## config.mk

```make
export PLATFORM = sky130hd
export DESIGN_NAME = iwc_top
export DESIGN_NICKNAME = d
export VERILOG_FILES = /design/src/iwc_pkg.sv /design/src/iwc_top.sv /design/src/iwc_debounce.sv /design/src/iwc_quant.sv
export SDC_FILE = /design/constraint.sdc
export NUM_CORES = 1
export LEC_CHECK = 0
export ABC_AREA = 1
export BUFFER_PORTS_ARGS = -buffer_cell sky130_fd_sc_hd__buf_2
export CAP_MARGIN = 20
export CELL_PAD_IN_SITES_DETAIL_PLACEMENT = 0
export CELL_PAD_IN_SITES_GLOBAL_PLACEMENT = 2
export CORE_AREA = 2 2 100 199
export CTS_CLUSTER_SIZE = 28
export DETAILED_ROUTE_END_ITERATION = 12
export DIE_AREA = 0 0 102 201
export PLACE_DENSITY = 0.84
export SYNTH_ARGS = -nofsm -noshare
export SYNTH_HDL_FRONTEND = slang
export SYNTH_SLANG_ARGS = --single-unit
```

## constraint.sdc

```tcl
create_clock -name sys_clk -period 7 [get_ports sys_clk]
set_clock_uncertainty 0.1 [all_clocks]
set_input_delay 0.7 -clock sys_clk [delete_from_list [all_inputs] [get_ports sys_clk]]
set_output_delay 0.7 -clock sys_clk [all_outputs]
set_load 0.02 [all_outputs]
```

## src/iwc_pkg.sv

```systemverilog
// iwc_pkg: shared constants and types for the intermittent wiper control
// assumes a 10 MHz system clock; all times below are in their own unit
package iwc_pkg;

  // ------------------------------------------------------------------
  // clock and timebase
  // ------------------------------------------------------------------
  localparam int unsigned CLK_HZ      = 10_000_000;   // sys_clk rate
  localparam int unsigned TICK_MS     = 1000;         // pause timebase, 1 s
  localparam int unsigned DEBOUNCE_MS = 20;           // switch settle time
  localparam int unsigned EXT_QUIET_S = 3;            // park idle before ext run ends
  localparam int unsigned TICK_CYC    = CLK_HZ / 1000 * TICK_MS;
  localparam int unsigned DEB_CYC     = CLK_HZ / 1000 * DEBOUNCE_MS;

  // ------------------------------------------------------------------
  // delay steps
  // ------------------------------------------------------------------
  localparam logic [3:0] DLY_STEP_S    = 4'h3;  // seconds per position step
  localparam logic [3:0] DLY_DEFAULT_S = 4'h6;  // open circuit pause
  localparam logic [2:0] DLY_POS_MAX   = 3'h4;  // last valid position
  localparam int unsigned ADC_W        = 8;     // delay setting sample width

  // position band upper bounds; above the last lies open circuit
  localparam logic [7:0] ADC_TH0  = 8'h33;
  localparam logic [7:0] ADC_TH1  = 8'h66;
  localparam logic [7:0] ADC_TH2  = 8'h99;
  localparam logic [7:0] ADC_TH3  = 8'hcc;
  localparam logic [7:0] ADC_OPEN = 8'hf0;

  // ------------------------------------------------------------------
  // types
  // ------------------------------------------------------------------
  // debounced switches, all active high after conversion
  typedef struct packed {
    logic ign;      // ignition on
    logic crank;    // crank on
    logic int_req;  // intermittent requested
    logic wash;     // wash switch pressed
    logic park;     // blade at park position
  } iwc_sw_t;

  // quantised delay setting
  typedef struct packed {
    logic       open;  // setting input open circuit
    logic [2:0] pos;   // position 0..4
  } iwc_dly_t;

  // intermittent sequencer states
  typedef enum logic [1:0] {
    ST_IDLE   = 2'b00,  // relay off, nothing scheduled
    ST_LEAVE  = 2'b01,  // relay on, blade still on park
    ST_RETURN = 2'b10,  // relay on, blade sweeping back
    ST_PAUSE  = 2'b11   // relay off, timing the gap
  } iwc_state_t;

endpackage

```

## src/iwc_top.sv

```systemverilog
// iwc_top: front wiper intermittent relay and washer motor control
// assumes raw switch pins from the harness and a sampled delay setting
`timescale 1ns/10ps

// Behaviour
// - wipe and wash only start in power ON
// - crank: washer off now, wiper parks
// - other power states stop both outputs immediately
// - only intermittent mode is driven here
// - park switch active means blade parked
// - switch to off finishes current sweep
// - flick seen as low speed via park
// - external low speed detected, never driven
// - relay on: request, ignition, no crank
// - relay released when blade reaches park
// - positions 0..4 give 3..15 s pause
// - open circuit setting gives 6 s pause
// - crank blocks next sweep, resume after
// - shorter delay: wipe at once, then shorter
// - longer delay stretches the current pause
// - relay low active, wash/park inputs low active
module iwc_top import iwc_pkg::*; #(
  parameter int unsigned SEC_CYC = TICK_CYC,  // cycles per second tick
  parameter int unsigned DB_CYC  = DEB_CYC    // debounce cycles
) (
  // clock and reset
  input  wire logic             sys_clk,
  input  wire logic             srst,
  // power state pins
  input  wire logic             ign_in,
  input  wire logic             crank_in,
  // driver switches and park contact
  input  wire logic             int_req_n,
  input  wire logic             wash_sw_n,
  input  wire logic             park_sw_n,
  // delay setting sample
  input  wire logic [ADC_W-1:0] dly_adc_code,
  input  wire logic             dly_adc_valid,
  // actuators
  output logic                  int_relay_n,
  output logic                  wash_motor,
  // status
  output logic                  ext_wipe_active
);

  localparam int unsigned TW = $clog2(SEC_CYC + 1);
  localparam logic [TW-1:0] TICK_LAST = TW'(SEC_CYC - 1);

  // ------------------------------------------------------------------
  // input conditioning
  // ------------------------------------------------------------------
  iwc_sw_t  sw;       // debounced, active high
  iwc_dly_t dly_sel;  // quantised delay setting
  logic [4:0] sw_vec;

  // low active pins are inverted before filtering
  wire [4:0] raw_vec = {ign_in, crank_in, ~int_req_n, ~wash_sw_n, ~park_sw_n};

  // park assumed during reset, so no phantom sweep is seen
  iwc_debounce #(
    .N       (5),
    .DEB     (DB_CYC),
    .RST_VAL (5'h01)
  ) u_deb (
    .sys_clk   (sys_clk),
    .srst      (srst),
    .raw_in    (raw_vec),
    .clean_out (sw_vec)
  );
  assign sw = sw_vec;

  iwc_quant u_quant (
    .sys_clk   (sys_clk),
    .srst      (srst),
    .adc_code  (dly_adc_code),
    .adc_valid (dly_adc_valid),
    .dly_out   (dly_sel)
  );

  // ------------------------------------------------------------------
  // power state decode
  // ------------------------------------------------------------------
  wire pwr_on    = sw.ign & ~sw.crank;  // normal run
  wire pwr_crank = sw.ign & sw.crank;   // engine cranking
  wire pwr_off   = ~sw.ign;             // key in, accessory or key out

  // ------------------------------------------------------------------
  // delay selection
  // ------------------------------------------------------------------
  // pause length in seconds, 3 s per step above zero
  wire [3:0] dly_step = 4'(({1'b0, dly_sel.pos} + 4'h1) * DLY_STEP_S);
  // open circuit falls back to the default pause
  wire [3:0] dly_s    = dly_sel.open ? DLY_DEFAULT_S : dly_step;
  logic [3:0] dly_prev_r;  // setting seen last cycle
  // only a drop triggers a wipe; a rise just stretches the wait
  wire dly_dec = dly_s < dly_prev_r;

  // ------------------------------------------------------------------
  // sequencer
  // ------------------------------------------------------------------
  iwc_state_t state_r;
  iwc_state_t state_nxt;
  logic [TW-1:0] tick_r;    // cycles within the current second
  logic [3:0]    sec_r;     // whole seconds paused
  logic          park_d_r;  // park level last cycle
  logic [3:0]    quiet_r;   // seconds parked while externally run
  logic          ext_run_r; // wiper moved by the column switch

  wire tick       = tick_r == TICK_LAST;
  wire park_edge  = sw.park ^ park_d_r;
  wire pause_done = sec_r >= dly_s;
  wire start_ok   = pwr_on & sw.int_req & ~ext_run_r;
  wire pause_go   = start_ok & (pause_done | dly_dec);
  wire pause_in   = state_r == ST_RETURN && sw.park && state_nxt == ST_PAUSE;

  always_comb begin
    state_nxt = state_r;
    case (state_r)
      ST_IDLE: begin
        // no start outside power ON request, ignition, no crank
        if (start_ok) begin
          state_nxt = ST_LEAVE;
        end
      end
      ST_LEAVE: begin
        // off states cut at once crank lets the sweep run
        if (pwr_off) begin
          state_nxt = ST_IDLE;
        end else if (!sw.park) begin
          state_nxt = ST_RETURN;
        end
      end
      ST_RETURN: begin
        // sweep completes even if the mode goes off
        if (pwr_off) begin
          state_nxt = ST_IDLE;
        end else if (sw.park) begin
          // park contact ends the sweep
          state_nxt = sw.int_req ? ST_PAUSE : ST_IDLE;
        end
      end
      ST_PAUSE: begin
        // crank holds the next sweep until released
        if (pwr_off || !sw.int_req) begin
          state_nxt = ST_IDLE;
        end else if (pause_go) begin
          state_nxt = ST_LEAVE;
        end
      end
      default: begin
        state_nxt = ST_IDLE;
      end
    endcase
  end

  // relay follows the next state so a stop takes effect in one edge
  wire relay_nxt = state_nxt == ST_LEAVE || state_nxt == ST_RETURN;
  // washer runs only in power ON, drops at once on crank or off
  wire wash_nxt  = pwr_on & sw.wash;

  // state, relay and washer registers
  always_ff @(posedge sys_clk) begin
    if (srst) begin
      state_r     <= ST_IDLE;
      int_relay_n <= 1'b1;
      wash_motor  <= 1'b0;
      dly_prev_r  <= DLY_DEFAULT_S;
    end else begin
      state_r     <= state_nxt;
      int_relay_n <= ~relay_nxt;  // low drives the relay
      wash_motor  <= wash_nxt;
      dly_prev_r  <= dly_s;
    end
  end

  // ------------------------------------------------------------------
  // seconds timebase, restarted when the blade parks into a pause
  // ------------------------------------------------------------------
  // restarting keeps the first second whole, at the cost of a free tick
  always_ff @(posedge sys_clk) begin
    if (srst) begin
      tick_r <= '0;
      sec_r  <= '0;
    end else if (pause_in) begin
      tick_r <= '0;
      sec_r  <= '0;
    end else if (tick) begin
      tick_r <= '0;
      if (sec_r != 4'hf) begin
        sec_r <= sec_r + 4'h1;
      end
    end else begin
      tick_r <= tick_r + 1'b1;
    end
  end

  // ------------------------------------------------------------------
  // external wipe detection (flick, low and high)
  // ------------------------------------------------------------------
  // park toggling while we do not drive means the column switch does
  wire ext_seen = park_edge && (state_r == ST_IDLE || state_r == ST_PAUSE);

  always_ff @(posedge sys_clk) begin
    if (srst) begin
      park_d_r  <= 1'b1;
      ext_run_r <= 1'b0;
      quiet_r   <= '0;
    end else begin
      park_d_r <= sw.park;
      if (ext_seen) begin
        ext_run_r <= 1'b1;
        quiet_r   <= '0;
      end else if (ext_run_r && tick) begin
        if (!sw.park) begin
          quiet_r <= '0;
        end else if (quiet_r == 4'(EXT_QUIET_S - 1)) begin
          ext_run_r <= 1'b0;
          quiet_r   <= '0;
        end else begin
          quiet_r <= quiet_r + 4'h1;
        end
      end
    end
  end

  assign ext_wipe_active = ext_run_r;
endmodule

```

## src/iwc_debounce.sv

```systemverilog
// iwc_debounce: two-flop synchroniser plus stability filter, one per bit
// assumes asynchronous switch levels; output changes only after a stable run
`timescale 1ns/10ps
module iwc_debounce import iwc_pkg::*; #(
  parameter int unsigned   N       = 5,        // number of inputs
  parameter int unsigned   DEB     = DEB_CYC,  // settle time in cycles
  parameter logic [N-1:0]  RST_VAL = '0        // value shown during reset
) (
  // clock and reset
  input  wire logic         sys_clk,
  input  wire logic         srst,
  // raw and filtered levels
  input  wire logic [N-1:0] raw_in,
  output logic      [N-1:0] clean_out
);

  localparam int unsigned CW = $clog2(DEB + 1);
  localparam logic [CW-1:0] DEB_LAST = CW'(DEB - 1);

  // ------------------------------------------------------------------
  // per bit filter
  // ------------------------------------------------------------------
  for (genvar i = 0; i < N; i++) begin : g_bit
    logic          s1_r;   // first sync stage, read only by s2_r
    logic          s2_r;   // second sync stage
    logic [CW-1:0] cnt_r;  // cycles the new level has held
    wire           differs = s2_r != clean_out[i];

    // a short glitch restarts the count, so chatter never gets through
    always_ff @(posedge sys_clk) begin
      if (srst) begin
        s1_r         <= RST_VAL[i];
        s2_r         <= RST_VAL[i];
        cnt_r        <= '0;
        clean_out[i] <= RST_VAL[i];
      end else begin
        s1_r <= raw_in[i];
        s2_r <= s1_r;
        if (!differs) begin
          cnt_r <= '0;
        end else if (cnt_r == DEB_LAST) begin
          cnt_r        <= '0;
          clean_out[i] <= s2_r;
        end else begin
          cnt_r <= cnt_r + 1'b1;
        end
      end
    end
  end

endmodule

```

## src/iwc_quant.sv

```systemverilog
// iwc_quant: turns the delay setting sample into a position or open circuit
// assumes the converter runs on sys_clk and marks fresh samples with valid
`timescale 1ns/10ps
module iwc_quant import iwc_pkg::*; (
  // clock and reset
  input  wire logic             sys_clk,
  input  wire logic             srst,
  // converter sample
  input  wire logic [ADC_W-1:0] adc_code,
  input  wire logic             adc_valid,
  // quantised setting
  output iwc_dly_t              dly_out
);

  // ------------------------------------------------------------------
  // band decode
  // ------------------------------------------------------------------
  wire      is_open = adc_code >= ADC_OPEN;
  wire [2:0] band   = (adc_code < ADC_TH0) ? 3'h0 :
                      (adc_code < ADC_TH1) ? 3'h1 :
                      (adc_code < ADC_TH2) ? 3'h2 :
                      (adc_code < ADC_TH3) ? 3'h3 : DLY_POS_MAX;
  iwc_dly_t dly_nxt;
  assign dly_nxt.open = is_open;
  assign dly_nxt.pos  = is_open ? 3'h1 : band;

  // ------------------------------------------------------------------
  // held result; open circuit shows at reset so the default pause applies
  // ------------------------------------------------------------------
  always_ff @(posedge sys_clk) begin
    if (srst) begin
      dly_out <= '{open: 1'b1, pos: 3'h1};
    end else if (adc_valid) begin
      dly_out <= dly_nxt;
    end
  end

endmodule

```

== Word level (Yosys, flattened, before mapping) ==
Index checks and enable logic that the tools add are counted.
Storage, ports and cells
  bits in registers: 151
  logic and storage cells: 134
Cells by class
  magnitude comparators: 7
  mux-type cells: 21
  bitwise gates (word level): 19
  add/subtract/negate cells: 9
  multipliers: 1
  eq/ne operators: 19
  reductions and logical operators: 27
Operators with widths (number)
  18-bit by 1-bit adder with 18-bit output (second input constant): 5
  18-bit equality test (second input constant): 5
  24-bit by 1-bit adder with 24-bit output (second input constant): 1
  24-bit equality test (second input constant): 1
  3-bit OR reduction: 6
  8-bit < comparator (second input constant): 2
  2-bit 2-to-1 mux: 8
  3-bit 2-to-1 mux: 5
  4-bit 2-to-1 mux: 3
  1-bit NOT: 12
  2-bit AND reduction: 6
  4-bit by 1-bit adder with 4-bit output (second input constant): 2
  2-bit equality test (second input constant): 4
  8-bit >= comparator (second input constant): 1
  8-bit by 6-bit < comparator with 1-bit output (second input constant): 1
  8-bit by 7-bit < comparator with 1-bit output (second input constant): 1
  2-bit case mux with 4 select lines: 1
  2-bit nonzero test: 3
  1-bit AND: 5
  1-bit != test: 5
  3-bit by 1-bit adder with 4-bit output (second input constant): 1
  2-bit by 1-bit equality test with 1-bit output (second input constant): 2
  4-bit by 2-bit equality test with 1-bit output (second input constant): 1
  4-bit >= comparator: 1
  12 further kinds: 21

== Depth between registers and ports, before layout ==
Gate-level depths: netlist of run 1.
  depth after elaboration: 12
  depth in mapped cells: 26
  mapped depth without buffers: 26

== Cells and area by module ==
A second synthesis of run 1 with hierarchy kept.
Unflattened totals
  cells, all modules: 1105
  area, all modules: 7837.5 sq um
By module, submodules not included
  iwc_debounce: cells each 696, seq. area each 2102.0 sq um, area each 4984.8 sq um, times used 1
  iwc_top: cells each 357, seq. area each 840.8 sq um, area each 2560.0 sq um, times used 1
  iwc_quant: cells each 52, seq. area each 80.1 sq um, area each 292.8 sq um, times used 1

== Least setup slack after synthesis of run 1 ==
OpenSTA, ideal clock, no wires.
  kind: register to register
  start: register u_quant.dly_out[0] (netlist name)
  end: register tick_r[11]
  stages on the path, launching flop included: 24
  arrival time: 3209 ps
  data required time: 6814 ps
  library setup time: 86 ps
  slack: 3606 ps
  cells stage by stage: dfxtp_1 > inv_1 > ha_1 > inv_1 > fa_1 > xor2_1 > nand2_1 > ha_1 > a21o_1 > nor2_1 > nand2_1 > nand2_1 > nand2_1 > nand2_1 > nand2_1 > nand2_1 > inv_1 > ha_1 > nand3_1 > nand2_1 > inv_1 > nand2_2 > buf_6 > a211oi_1
On the way
  cells in the longest elaborated chain, start to end: 12
RTL lines
  from (decl): line iwc_quant.sv:12  | output iwc_dly_t dly_out
  from (signal assigned): line iwc_quant.sv:32  | dly_out <= '{open: 1'b1, pos: 3'h1};
  from (signal assigned): line iwc_quant.sv:34  | dly_out <= dly_nxt;
  3-bit by 1-bit adder with 4-bit output (*): line iwc_top.sv:91  | wire [3:0] dly_step = 4'(({1'b0, dly_sel.pos} + 4'h1) * DLY_STEP_S);
  4-bit by 2-bit multiplier with 4-bit output (*): line iwc_top.sv:91
  4-bit 2-to-1 mux (*): line iwc_top.sv:93  | wire [3:0] dly_s = dly_sel.open ? DLY_DEFAULT_S : dly_step;
  4-bit >= comparator / 4-bit < comparator (equally long branches): line iwc_top.sv:111, iwc_top.sv:96
  1-bit OR (*): line iwc_top.sv:113  | wire pause_go = start_ok & (pause_done | dly_dec);
  1-bit AND (*): line iwc_top.sv:113
  2-bit 2-to-1 mux (*): line iwc_top.sv:146  | end else if (pause_go) begin
  2-bit 2-to-1 mux (*): line iwc_top.sv:144  | if (pwr_off || !sw.int_req) begin
  2-bit case mux with 4 select lines (*): line iwc_top.sv:118  | case (state_r)
  via state_nxt[0]: line iwc_top.sv:102  | iwc_state_t state_nxt;
  2-bit equality test (*): line iwc_top.sv:114  | wire pause_in = state_r == ST_RETURN && sw.park && state_nxt == ST_PAUSE;
  1-bit logical AND (*): line iwc_top.sv:114
  3-bit OR reduction (no source line) (*)
  to (signal assigned): line iwc_top.sv:193  | tick_r <= tick_r + 1'b1;
  to (decl): line iwc_top.sv:103  | logic [TW-1:0] tick_r;
The timed path passes the listed nets; every way through them passes the cells marked *.
A chain may end at the register's enable or synchronous reset.

== Worst setup path after layout of run 1 ==
  start: register u_quant.dly_out[0] (netlist name)
  end: register tick_r[7]
On the way
  cells in the longest elaborated chain, start to end: 12
RTL lines (line)
  3-bit by 1-bit adder with 4-bit output (*): iwc_top.sv:91
  4-bit by 2-bit multiplier with 4-bit output (*): iwc_top.sv:91
  4-bit 2-to-1 mux (*): iwc_top.sv:93
  via dly_s[3]: iwc_top.sv:93
  4-bit >= comparator / 4-bit < comparator (equally long branches): iwc_top.sv:111, iwc_top.sv:96
  1-bit OR (*): iwc_top.sv:113
  1-bit AND (*): iwc_top.sv:113
  2-bit 2-to-1 mux (*): iwc_top.sv:146
  2-bit 2-to-1 mux (*): iwc_top.sv:144
  2-bit case mux with 4 select lines (*): iwc_top.sv:118
  via state_nxt[1]: iwc_top.sv:102
  2-bit equality test (*): iwc_top.sv:114
  1-bit logical AND (*): iwc_top.sv:114
  3-bit OR reduction (no source line) (*)
Marks and branches as above.

==> reports/metrics.yaml, run 1 <==
run_status:
  status: "finished, final reports clean"
timing:
  fin_crit_ns: 3.943
  tightest_slew_ns: 0.5470
  finalCritPeriodShare: 0.5633
  fmax_mhz: 253.6
  relSlewSlack: 0.6340
  fin_setup_tns_ns: 0
  hold_viol: 0
  setup_violations: 0
  slew_violations: 0
  rsz0062_at_grt: "false"
synthesis:
  yosysTopAreaCell: "dfxtp_1"
  yosysWarnings: 0
  ys_seq_area_frac: 0.4043
  synth_top_area_frac: 0.4043
  yosys_most_used_dff: "dfxtp_1"
  ys_ff_latch: 151
  syn_nets: 1054
  yosys.cell_types.count: 47
  synthArstFlopShare: 0
  synthTopCellsByArea: "dfxtp_1 40%, nand2_1 8.7%, nor2_1 7.9%, inv_1 6.9%, ha_1 3.8%"
  synth_cells: 1014
  syn_area_per_cell_um2: 7.374
  synth_edf_count: 0
  syn-cell-area_um2: 7477
pwr:
  pwr-share-seq: 0.437
  power_switching_uw: 451.9
  p_comb_frac: 0.056
  leakagePower_uw: 0.003083
  p_int_uw: 1576
  peakVddDrop_uv: 118.5
  p_sw_frac: 0.2229
  power.density_nw_per_um2: 239.9
  clock_power_share: 0.506
global_route:
  grt_pass1_vias: 5895
  grtUsageMet1: 0.2155
  grt_max_degree: 24
  antenna_found_initial: 0
  grt.busiest_layer: "met2"
  grt_util_all_layers: 0.1601
  grtUsageMet2: 0.2540
  grt_pass1_wl_um: 26890
  overflow: 0
  use_met3: 0.02681
clocking:
  cts_setup_buffers: 0
  numCtsBuffers: 17
  cts_resized: 0
  max-clock-path-buffers: 2
  cts.clk_slew.worst_paths_ns: 0.06
  cts-htree-levels: 4
  clock-sinks: 151
  cts_tree: "yes"
  cts_hold_buf: 0
  cts-root-buf: "clkbuf_16"
  clkLatencyLatePin_ns: 0.42
route:
  drt-total-wl_um: 15190
  drc: 0
  antenna_left: 0
  first_iter_violations: 179
  first_pass_iters: 5
  avgViaCountPerCell: 4.726
  wl_per_cell_um: 11.61
  vias: 6181
floorplanning:
  die_w_um: 102
  io_pins: 19
  rows: 72
  core-area_um2: 19100
  dieArea_um2: 20500
  fp.dieH_um: 201
  initial_core_util: 0.3915
place:
  dp_hpwl_um: 10980
  dp.cells: 1276
  portBuffers: 18
  gp_congestion: 0.8010
setup_path:
  crit_arrival_ns: 4.21
  crit_top_cell: "nand2_1"
  worstPathCellList: "inv_1, ha_1, inv_1, fa_1, xor2_1, nand2_1, inv_1, ha_1, a21oi_1, nand2_1, nand2_1, nand2_1, nand3_1, nand2_1, nand2_1, inv_1, ha_1, nand3_1, nand2_1, inv_1, nand2_2, a21oi_1, o21a_1"
  endpoint_kind: "register"
  slowest_stage: "dfxtp_1"
  cp.required_ns: 7.27
  crit_type: "register to register"
  slowest_delay_ns: 0.45
  cp_top_family: "adder cells"
  critPathLaunchType: "register"
  cp_num_buf_inv: 5
  worst-path-max-fanout: 23
cells_and_area:
  regArea_um2: 3023
  multi_input_area_um2: 3826
  layout-drive-gt1-share: 0.1010
  fin_nets: 1076
  final_common_cell: "nand2_1"
  final_cells: 1308
  final_cell_mix: "174 x nand2_1, 158 x nor2_1, 151 x dfxtp_1"
  antenna_cells: 0
  fillCellCount: 1996
  syn_to_final_growth_pct: 13.02
run:
  drv_cap: 0
hold_path:
  hold_class: "register to register"
sequential cells by signal, indices dropped and copies added, names as in the netlist, 2 cells and up:
name and flops:
dly_prev_r 4, quiet_r 4, sec_r 4, state_r 2, tick_r 24, u_deb.clean_out 5
u_deb.g_bit.cnt_r 90, u_deb.g_bit.s1_r 5, u_deb.g_bit.s2_r 5, u_quant.dly_out 4
per-layer routing:
metal  vias up  wire (µm)
met4         0        256
li1       3355          -
met3        14        343
met5         -          0
met1      2752       7516
met2        60       7072
final cells by class:
class                           instances  area share
Multi-Input combinational cell        709      0.4528
Clock inverter                         12     0.02339
Inverter                              139     0.06189
Tap cell                              259     0.03835
Sequential cell                       151      0.3577
Clock buffer                           20     0.05523
Timing Repair Buffer                   18     0.01066
cells by family after synthesis:
logic type | Yosys count | synth area share
adder cells (fa/ha/maj) | 24 | 0.04117
buffers and inverters | 154 | 0.08400
flip-flops | 151 | 0.4043
AO/OA/AOI/OAI | 96 | 0.07497
XOR/XNOR | 41 | 0.04802
AND/OR/NAND/NOR | 548 | 0.3476
synthesized netlist by cell type, types with 2 or more instances:
cell type    n
a211oi_1     3
a21o_1       2
a21oi_1     47
a21oi_2      3
a31oi_1      6
and3_1       2
buf_2        3
buf_4        2
buf_6        5
clkbuf_1     5
dfxtp_1    151
ha_1        23
inv_1      137
nand2_1    174
nand2_2      8
nand3_1     43
nand3_2      7
nand3b_1     3
nand4_1     34
nor2_1     158
nor2_2      10
nor2_4       4
nor3_1      52
nor3_2       6
nor3b_1     15
nor3b_2      2
nor4_1      17
o21a_1       4
o21ai_0     20
o31ai_1      3
or2_2       10
xnor2_1     12
xor2_1      29
path summary, 6_finish.rpt:
kind | start | end | slack [ns] | cells past startpoint
min | u_deb.g_bit[3].s1_r | u_deb.g_bit[3].s2_r | 0.32 | 2
min reg2reg | u_deb.g_bit[3].s1_r | u_deb.g_bit[3].s2_r | 0.32 | 2
max | u_quant.dly_out[0] | tick_r[7] | 3.06 | 23
max reg2reg | u_quant.dly_out[0] | tick_r[7] | 3.06 | 23
power groups by stage:
stage	Combinational (µW)	Sequential, µW	Clock (µW)
after floorplan	86.3	904	0
after CTS	116	886	1060
after global routing	137	888	1080
final	114	887	1030
after global placement	115	905	0
after detailed placement	116	905	0
worst min-delay path, cell delays in order, from the launching register on:
cell and delay (ns):
dfxtp_1 0.30, inv_1 0.04, nor2_1 0.03
stage by stage:
stage          power (µW)    util  cell area, µm²  hold WS, ns  setup WS (ns)
3_5_place_dp         1021  0.4077            7786       0.2989          3.029
2_1_floorplan       990.8       -            7477       0.2883          3.606
5_1_grt              2109  0.4425            8451       0.3087          2.590
3_3_place_gp         1021  0.4077            7786       0.3020          3.132
4_1_cts              2060  0.4425            8451       0.3041          3.019
6_report             2028  0.4425            8451       0.3169          3.057
Power figures use the tool's default switching activity.
==> inputs of run 2 (changes only) <==
ABC_AREA = 0   (was 1)
CORE_AREA = 2 2 103 205   (was 2 2 100 199)
DIE_AREA = 0 0 105 207   (was 0 0 102 201)
PLACE_DENSITY = 0.74   (was 0.84)
clock period = 3.6 ns   (was 7 ns; I/O delays follow)
==> run 2 against run 1 <==
Synthesized cell count decreased by 22%. Die area increased by 6.0%. Utilization decreased by 3.0 points. Clock power increased by 91%. First-iteration DRC count increased by 6.7%. Critical endpoint is now tick_r[10]. Largest cell class unchanged. Largest power group unchanged.
==> reports/metrics.yaml, run 2 <==
run_status:
  status: "finished, final reports clean"
timing:
  setup_violations: 0
  rsz0062_at_grt: "true"
  fin_setup_tns_ns: 0
  finalCritPeriodShare: 0.9975
  fmax_mhz: 278.5
  fin_crit_ns: 3.591
  setup_slack_ns: 0.008922
  tightest_slew_ns: 0.9447
  hold_viol: 0
  slew_violations: 0
  relSlewSlack: 0.3644
cells_and_area:
  antenna_cells: 0
  largest_register_ffs: 90
  syn_to_final_growth_pct: 19.73
  layout-drive-gt1-share: 0.1343
  finalCoreUtilization: 0.4123
  final_cell_mix: "149 x dfxtp_1, 135 x nor2_1, 70 x xor2_1"
  fin_nets: 861
  top_regs: "u_deb.g_bit.cnt_r (90), tick_r (24)"
  top_register: "u_deb.g_bit.cnt_r"
  final_common_cell: "dfxtp_1"
clocking:
  cts-htree-levels: 4
  cts_tree: "yes"
  cts.clk_slew.worst_paths_ns: 0.06
  clock-sinks: 151
  clkLatencyLatePin_ns: 0.42
  cts-root-buf: "clkbuf_16"
  numCtsBuffers: 17
  max-clock-path-buffers: 2
setup_path:
  critPathLaunchType: "register"
  slowest_delay_ns: 0.39
  crit_arrival_ns: 3.81
  slowest_stage: "fa_2"
  cp_num_buf_inv: 3
  crit_type: "register to register"
  cp_top_family: "adder cells"
  worst-path-max-fanout: 6
  endpoint_kind: "register"
  cp.required_ns: 3.82
  worstPathCellList: "ha_4, xor2_2, fa_2, xnor2_2, and3_4, o21ai_4, inv_2, ha_4, o211ai_1, a31oi_1, o21ai_2, o31a_1, nor2_1, ha_2, a31o_4, nand2b_4, buf_12, buf_16, nor2_1"
route:
  avgViaCountPerCell: 4.778
  antenna_left: 0
  vias: 5256
  wl_per_cell_um: 12.08
  drt-total-wl_um: 13280
  first_pass_iters: 4
  first_iter_violations: 191
  drc: 0
global_route:
  grt_max_degree: 36
  grt_pass1_wl_um: 23580
  grt_pass1_vias: 5153
  antenna_found_initial: 0
  overflow: 0
  grt_util_all_layers: 0.1304
pwr:
  pwr-share-seq: 0.443
  leakagePower_uw: 0.002968
  peakVddDrop_uv: 213.3
  power.density_nw_per_um2: 461.9
  p_int_uw: 3028
  power_switching_uw: 816.2
  p_comb_frac: 0.044
  p_sw_frac: 0.2123
  design_power_total_uw: 3844
  clock_power_share: 0.514
synthesis:
  synth_cells: 791
  yosys.cell_types.count: 56
  synthArstFlopShare: 0
  ys_seq_area_frac: 0.4348
  synthTopCellsByArea: "dfxtp_1 43%, xor2_1 8.9%, nor2_1 8.1%, xnor2_1 5.0%, nand3_1 4.2%"
  ys_ff_latch: 151
  syn_nets: 831
  syn_area_per_cell_um2: 8.788
  syn-cell-area_um2: 6952
  synth_edf_count: 0
  yosysWarnings: 0
  ys_top_cells_by_count: "151 x dfxtp_1, 150 x nor2_1, 71 x xor2_1, 59 x nand3_1, 45 x nand2_1"
  yosysTopAreaCell: "dfxtp_1"
  synth_top_area_frac: 0.4348
  synth_most_common_cell: "dfxtp_1"
  yosys_most_used_dff: "dfxtp_1"
place:
  place_ws_ns: -0.1067
  portBuffers: 18
  gp_congestion: 0.7126
  dp_hpwl_um: 8826
floorplanning:
  io_pins: 19
  dieArea_um2: 21740
  rows: 74
  initial_core_util: 0.3444
  fp.dieH_um: 207
  die_w_um: 105
  core-area_um2: 20180
run:
  drv_cap: 0
hold_path:
  hold_class: "primary input to register"
-- run 2: changes by cell type after synthesis, moves of 10 or more --
cell,delta
a21oi_1,-35
and3_1,+15
and4_1,+14
inv_1,-103
nand2_1,-129
nand3_1,+16
nor2_2,-10
nor2b_1,+10
nor3_1,-37
nor3b_1,-15
o21ai_0,-11
xnor2_1,+28
xor2_1,+42
-- run 2: final cells by class --
| cell class | instances | area [µm²] |
|---|---|---|
| Clock buffer | 19 | 442.9 |
| Timing Repair Buffer | 37 | 317.8 |
| Inverter | 34 | 130.1 |
| Tap cell | 266 | 332.8 |
| Multi-Input combinational cell | 580 | 3852 |
| Clock inverter | 13 | 219.0 |
| Fill cell | 2090 | 11860 |
| Sequential cell | 151 | 3028 |
-- run 2: power groups by stage --
| stage | combinational (µW) | sequential [µW] | clock (µW) |
|---|---|---|---|
| final | 168 | 1700 | 1970 |
| after global routing | 188 | 1700 | 2110 |
| after CTS | 161 | 1700 | 2040 |
| after detailed placement | 129 | 1740 | 0 |
| after global placement | 128 | 1740 | 0 |
| after floorplan | 88.5 | 1740 | 0 |
-- run 2: worst reg2reg max path, stage by stage (launching register included) --
cell      delay, ns
dfxtp_4        0.37
ha_4           0.17
xor2_2         0.15
fa_2           0.39
xnor2_2        0.16
and3_4         0.19
o21ai_4        0.13
inv_2          0.06
ha_4           0.26
o211ai_1       0.07
a31oi_1        0.19
o21ai_2        0.08
o31a_1         0.25
nor2_1         0.12
ha_2           0.18
a31o_4         0.14
nand2b_4       0.17
buf_12         0.14
buf_16         0.13
nor2_1         0.04
-- run 2: final timing paths --
path	startpoint	end	slack (ns)	cells after the start
min reg2reg	u_deb.g_bit[0].s1_r	u_deb.g_bit[0].s2_r	0.32	1
max reg2reg	u_quant.dly_out[0]	tick_r[10]	0.009	19
max	u_quant.dly_out[0]	tick_r[10]	0.009	19
min	ign_in	u_deb.g_bit[4].s1_r	0.05	2
-- run 2: per-stage QoR --
step / cell area (µm²) / std cells / hold WS [ns]
floorplan: 6957 / 791 / 0.2895
global placement: 7300 / 1057 / 0.2931
detailed placement: 7300 / 1057 / 0.2981
CTS: 8215 / 1100 / 0.03069
global route: 8323 / 1100 / 0.06237
finish: 8323 / 1100 / 0.05067
-- run 2: logic make-up (layout without fill, tap and decap cells) --
logic type | Yosys count | after routing | synth area share
xor gates and xnor gates | 111 | 111 | 0.1398
buffers and inverters | 60 | 103 | 0.04032
and+or+nand+nor | 389 | 389 | 0.2829
AOI/OAI and AO/OA | 48 | 48 | 0.04608
muxes | 8 | 8 | 0.01170
DFF | 151 | 151 | 0.4348
adders and majority gates | 24 | 24 | 0.04428
-- run 2: what timing repair did --
| action | 4_1_cts | 5_1_grt |
|---|---|---|
| hold endpoints to repair | 3 | 0 |
| pin swaps | 21 | 13 |
| hold buffers | 3 | 0 |
| endpoints found under the setup margin | 24 | 28 |
| gates resized for setup | 20 | 32 |
| gates cloned | 3 | 0 |
| setup buffers | 5 | 2 |
-- run 2: per-layer routing --
layer  up-vias  share of wire  global-route usage
li1       2750              -                   -
met1      2437           0.49              0.1669
met2        54           0.47              0.2094
met3        15          0.028             0.03241
met4         0          0.017             0.05241
met5         -              0                   0
==> inputs of run 3 (changes only) <==
ABC_AREA = 1   (was 0)
CORE_AREA = 2 2 110 218   (was 2 2 103 205)
DIE_AREA = 0 0 112 220   (was 0 0 105 207)
SLEW_MARGIN = 30   (was default)
==> run 3 against run 2 <==
Fmax grew 7.7%. Critical path depth up 4. Global-route usage increased by 2.1 points. Die area grew 13%. Wire length up 34%. Combinational power grew 61%. Total power fell by 3.6%. Sequential power about the same. Worst hold slack worse by 0.028 ns. First-iteration DRC count fell by 9.9%. Flip-flop and latch count stayed put. Highest routed layer unchanged.
==> reports/metrics.yaml, run 3 (synthesis gave the netlist of run 1 again) <==
cells_and_area:
  syn_to_final_growth_pct: 15.28
  top_register: "u_deb.g_bit.cnt_r"
  antenna_cells: 0
  top_regs: "u_deb.g_bit.cnt_r (90), tick_r (24)"
  regArea_um2: 3028
  fin_nets: 1090
  layout-drive-gt1-share: 0.1251
  final_cell_mix: "171 x nand2_1, 157 x nor2_1, 149 x dfxtp_1"
  final_common_cell: "nand2_1"
  finalCoreUtilization: 0.3727
  multi_input_area_um2: 3897
  largest_register_ffs: 90
  fillCellCount: 2540
route:
  wl_per_cell_um: 13.23
  avgViaCountPerCell: 4.725
  drc: 0
  first_iter_violations: 172
  drt-total-wl_um: 17810
  antenna_left: 0
  vias: 6360
  first_pass_iters: 4
timing:
  fin_setup_tns_ns: 0
  slew_violations: 0
  fin_crit_ns: 3.334
  tightest_slew_ns: 0.5630
  setup_slack_ns: 0.2661
  fin_hold_ws_ns: 0.02242
  finalCritPeriodShare: 0.9261
  fmax_mhz: 299.9
  hold_viol: 0
  setup_violations: 0
  relSlewSlack: 0.6233
floorplanning:
  core-area_um2: 23130
  rows: 79
  io_pins: 19
  dieArea_um2: 24640
  fp.dieH_um: 220
  die_w_um: 112
  initial_core_util: 0.3233
setup_path:
  slowest_delay_ns: 0.36
  crit_top_cell: "nand2_1"
  cp.required_ns: 3.88
  worst-r2r-cell-count: 23
  cp_top_family: "adder cells"
  endpoint_kind: "register"
  worst-path-max-fanout: 6
  worstPathCellList: "ha_1, xor2_2, fa_2, xor2_1, nand2_1, ha_1, a21o_1, nor2_1, nand2_1, nand2_1, nand2_1, nand2_1, nand2_1, nand2_2, inv_1, ha_1, nand3_1, nand2_2, inv_2, nand2_4, buf_12, a21oi_1, o21a_1"
  cp_num_buf_inv: 3
  crit_type: "register to register"
  slowest_stage: "fa_2"
  crit_arrival_ns: 3.61
  worst-path-stages: 23
  critPathLaunchType: "register"
clocking:
  max-clock-path-buffers: 2
  clkLatencyLatePin_ns: 0.43
  cts.clk_slew.worst_paths_ns: 0.07
  cts-root-buf: "clkbuf_16"
  numCtsBuffers: 17
  clock-sinks: 151
  cts-htree-levels: 4
  cts_tree: "yes"
pwr:
  leakagePower_uw: 0.003114
  power.density_nw_per_um2: 430.1
  design_power_total_uw: 3707
  peakVddDrop_uv: 231.2
hold_path:
  hold_depth: 3
  hold_class: "primary input to register"
global_route:
  grt_pass1_vias: 6308
  grt_max_degree: 24
  grt_pass1_wl_um: 29690
  grt_util_all_layers: 0.1512
  antenna_found_initial: 0
  overflow: 0
place:
  dp_hpwl_um: 13540
  place_ws_ns: -0.002010
  gp_congestion: 0.7795
  portBuffers: 18
run:
  drv_cap: 0
run_status:
  status: "finished, final reports clean"
run 3: power by group:
group          internal, µW  leakage (µW)  switching (µW)
logic                   112       0.00163             158
registers              1700       0.00122            24.8
clock network           973      0.000258             739
total                  2790       0.00311             922
run 3: worst register-to-register path: cells and delay by family (launching register included):
family,cells,cell delay [ns]
buffers and inverters,3,0.29
and+or+nand+nor,11,0.83
xor gates and xnor gates,2,0.30
AOI/OAI and AO/OA,3,0.41
adders and majority gates,4,1.04
DFF,1,0.35
run 3: worst paths after layout:
path                        from                  end  slack (ns)
min                       ign_in  u_deb.g_bit[4].s1_r        0.02
min reg2reg  u_deb.g_bit[2].s1_r  u_deb.g_bit[2].s2_r        0.31
max           u_quant.dly_out[0]           tick_r[16]        0.27
max reg2reg   u_quant.dly_out[0]           tick_r[16]        0.27
run 3: stage by stage:
step / cells / area [µm²]
6_report: 1346 / 8620
3_3_place_gp: 1307 / 7881
4_1_cts: 1342 / 8479
3_5_place_dp: 1307 / 7881
2_1_floorplan: 1014 / 7477
5_1_grt: 1346 / 8620
run 3: routing by layer:
| layer | global-route usage | share of wire | routed length [µm] | vias to the layer above |
|---|---|---|---|---|
| li1 | - | - | - | 3364 |
| met1 | 0.1382 | 0.36 | 6359 | 2925 |
| met2 | 0.3123 | 0.60 | 10650 | 44 |
| met3 | 0.02750 | 0.015 | 268 | 27 |
| met4 | 0.06992 | 0.030 | 534 | 0 |
| met5 | 0 | 0 | 0 | - |
run 3: timing repair:
| action | 4_1_cts | 5_1_grt |
|---|---|---|
| setup endpoints to repair | 5 | 25 |
| pin swaps | 0 | 5 |
| hold buffers | 3 | 0 |
| endpoints found under the hold margin | 3 | 0 |
| gates cloned | 0 | 2 |
| buffers inserted | 0 | 2 |
| resized for setup | 1 | 18 |
run 3: cell type report:
type / count / area share
multi-input combinational: 709 / 0.4522
clock buffer: 19 / 0.05139
tap: 283 / 0.04108
clock inverter: 13 / 0.01437
inverter: 139 / 0.06068
timing repair buffer: 32 / 0.02903
sequential: 151 / 0.3513
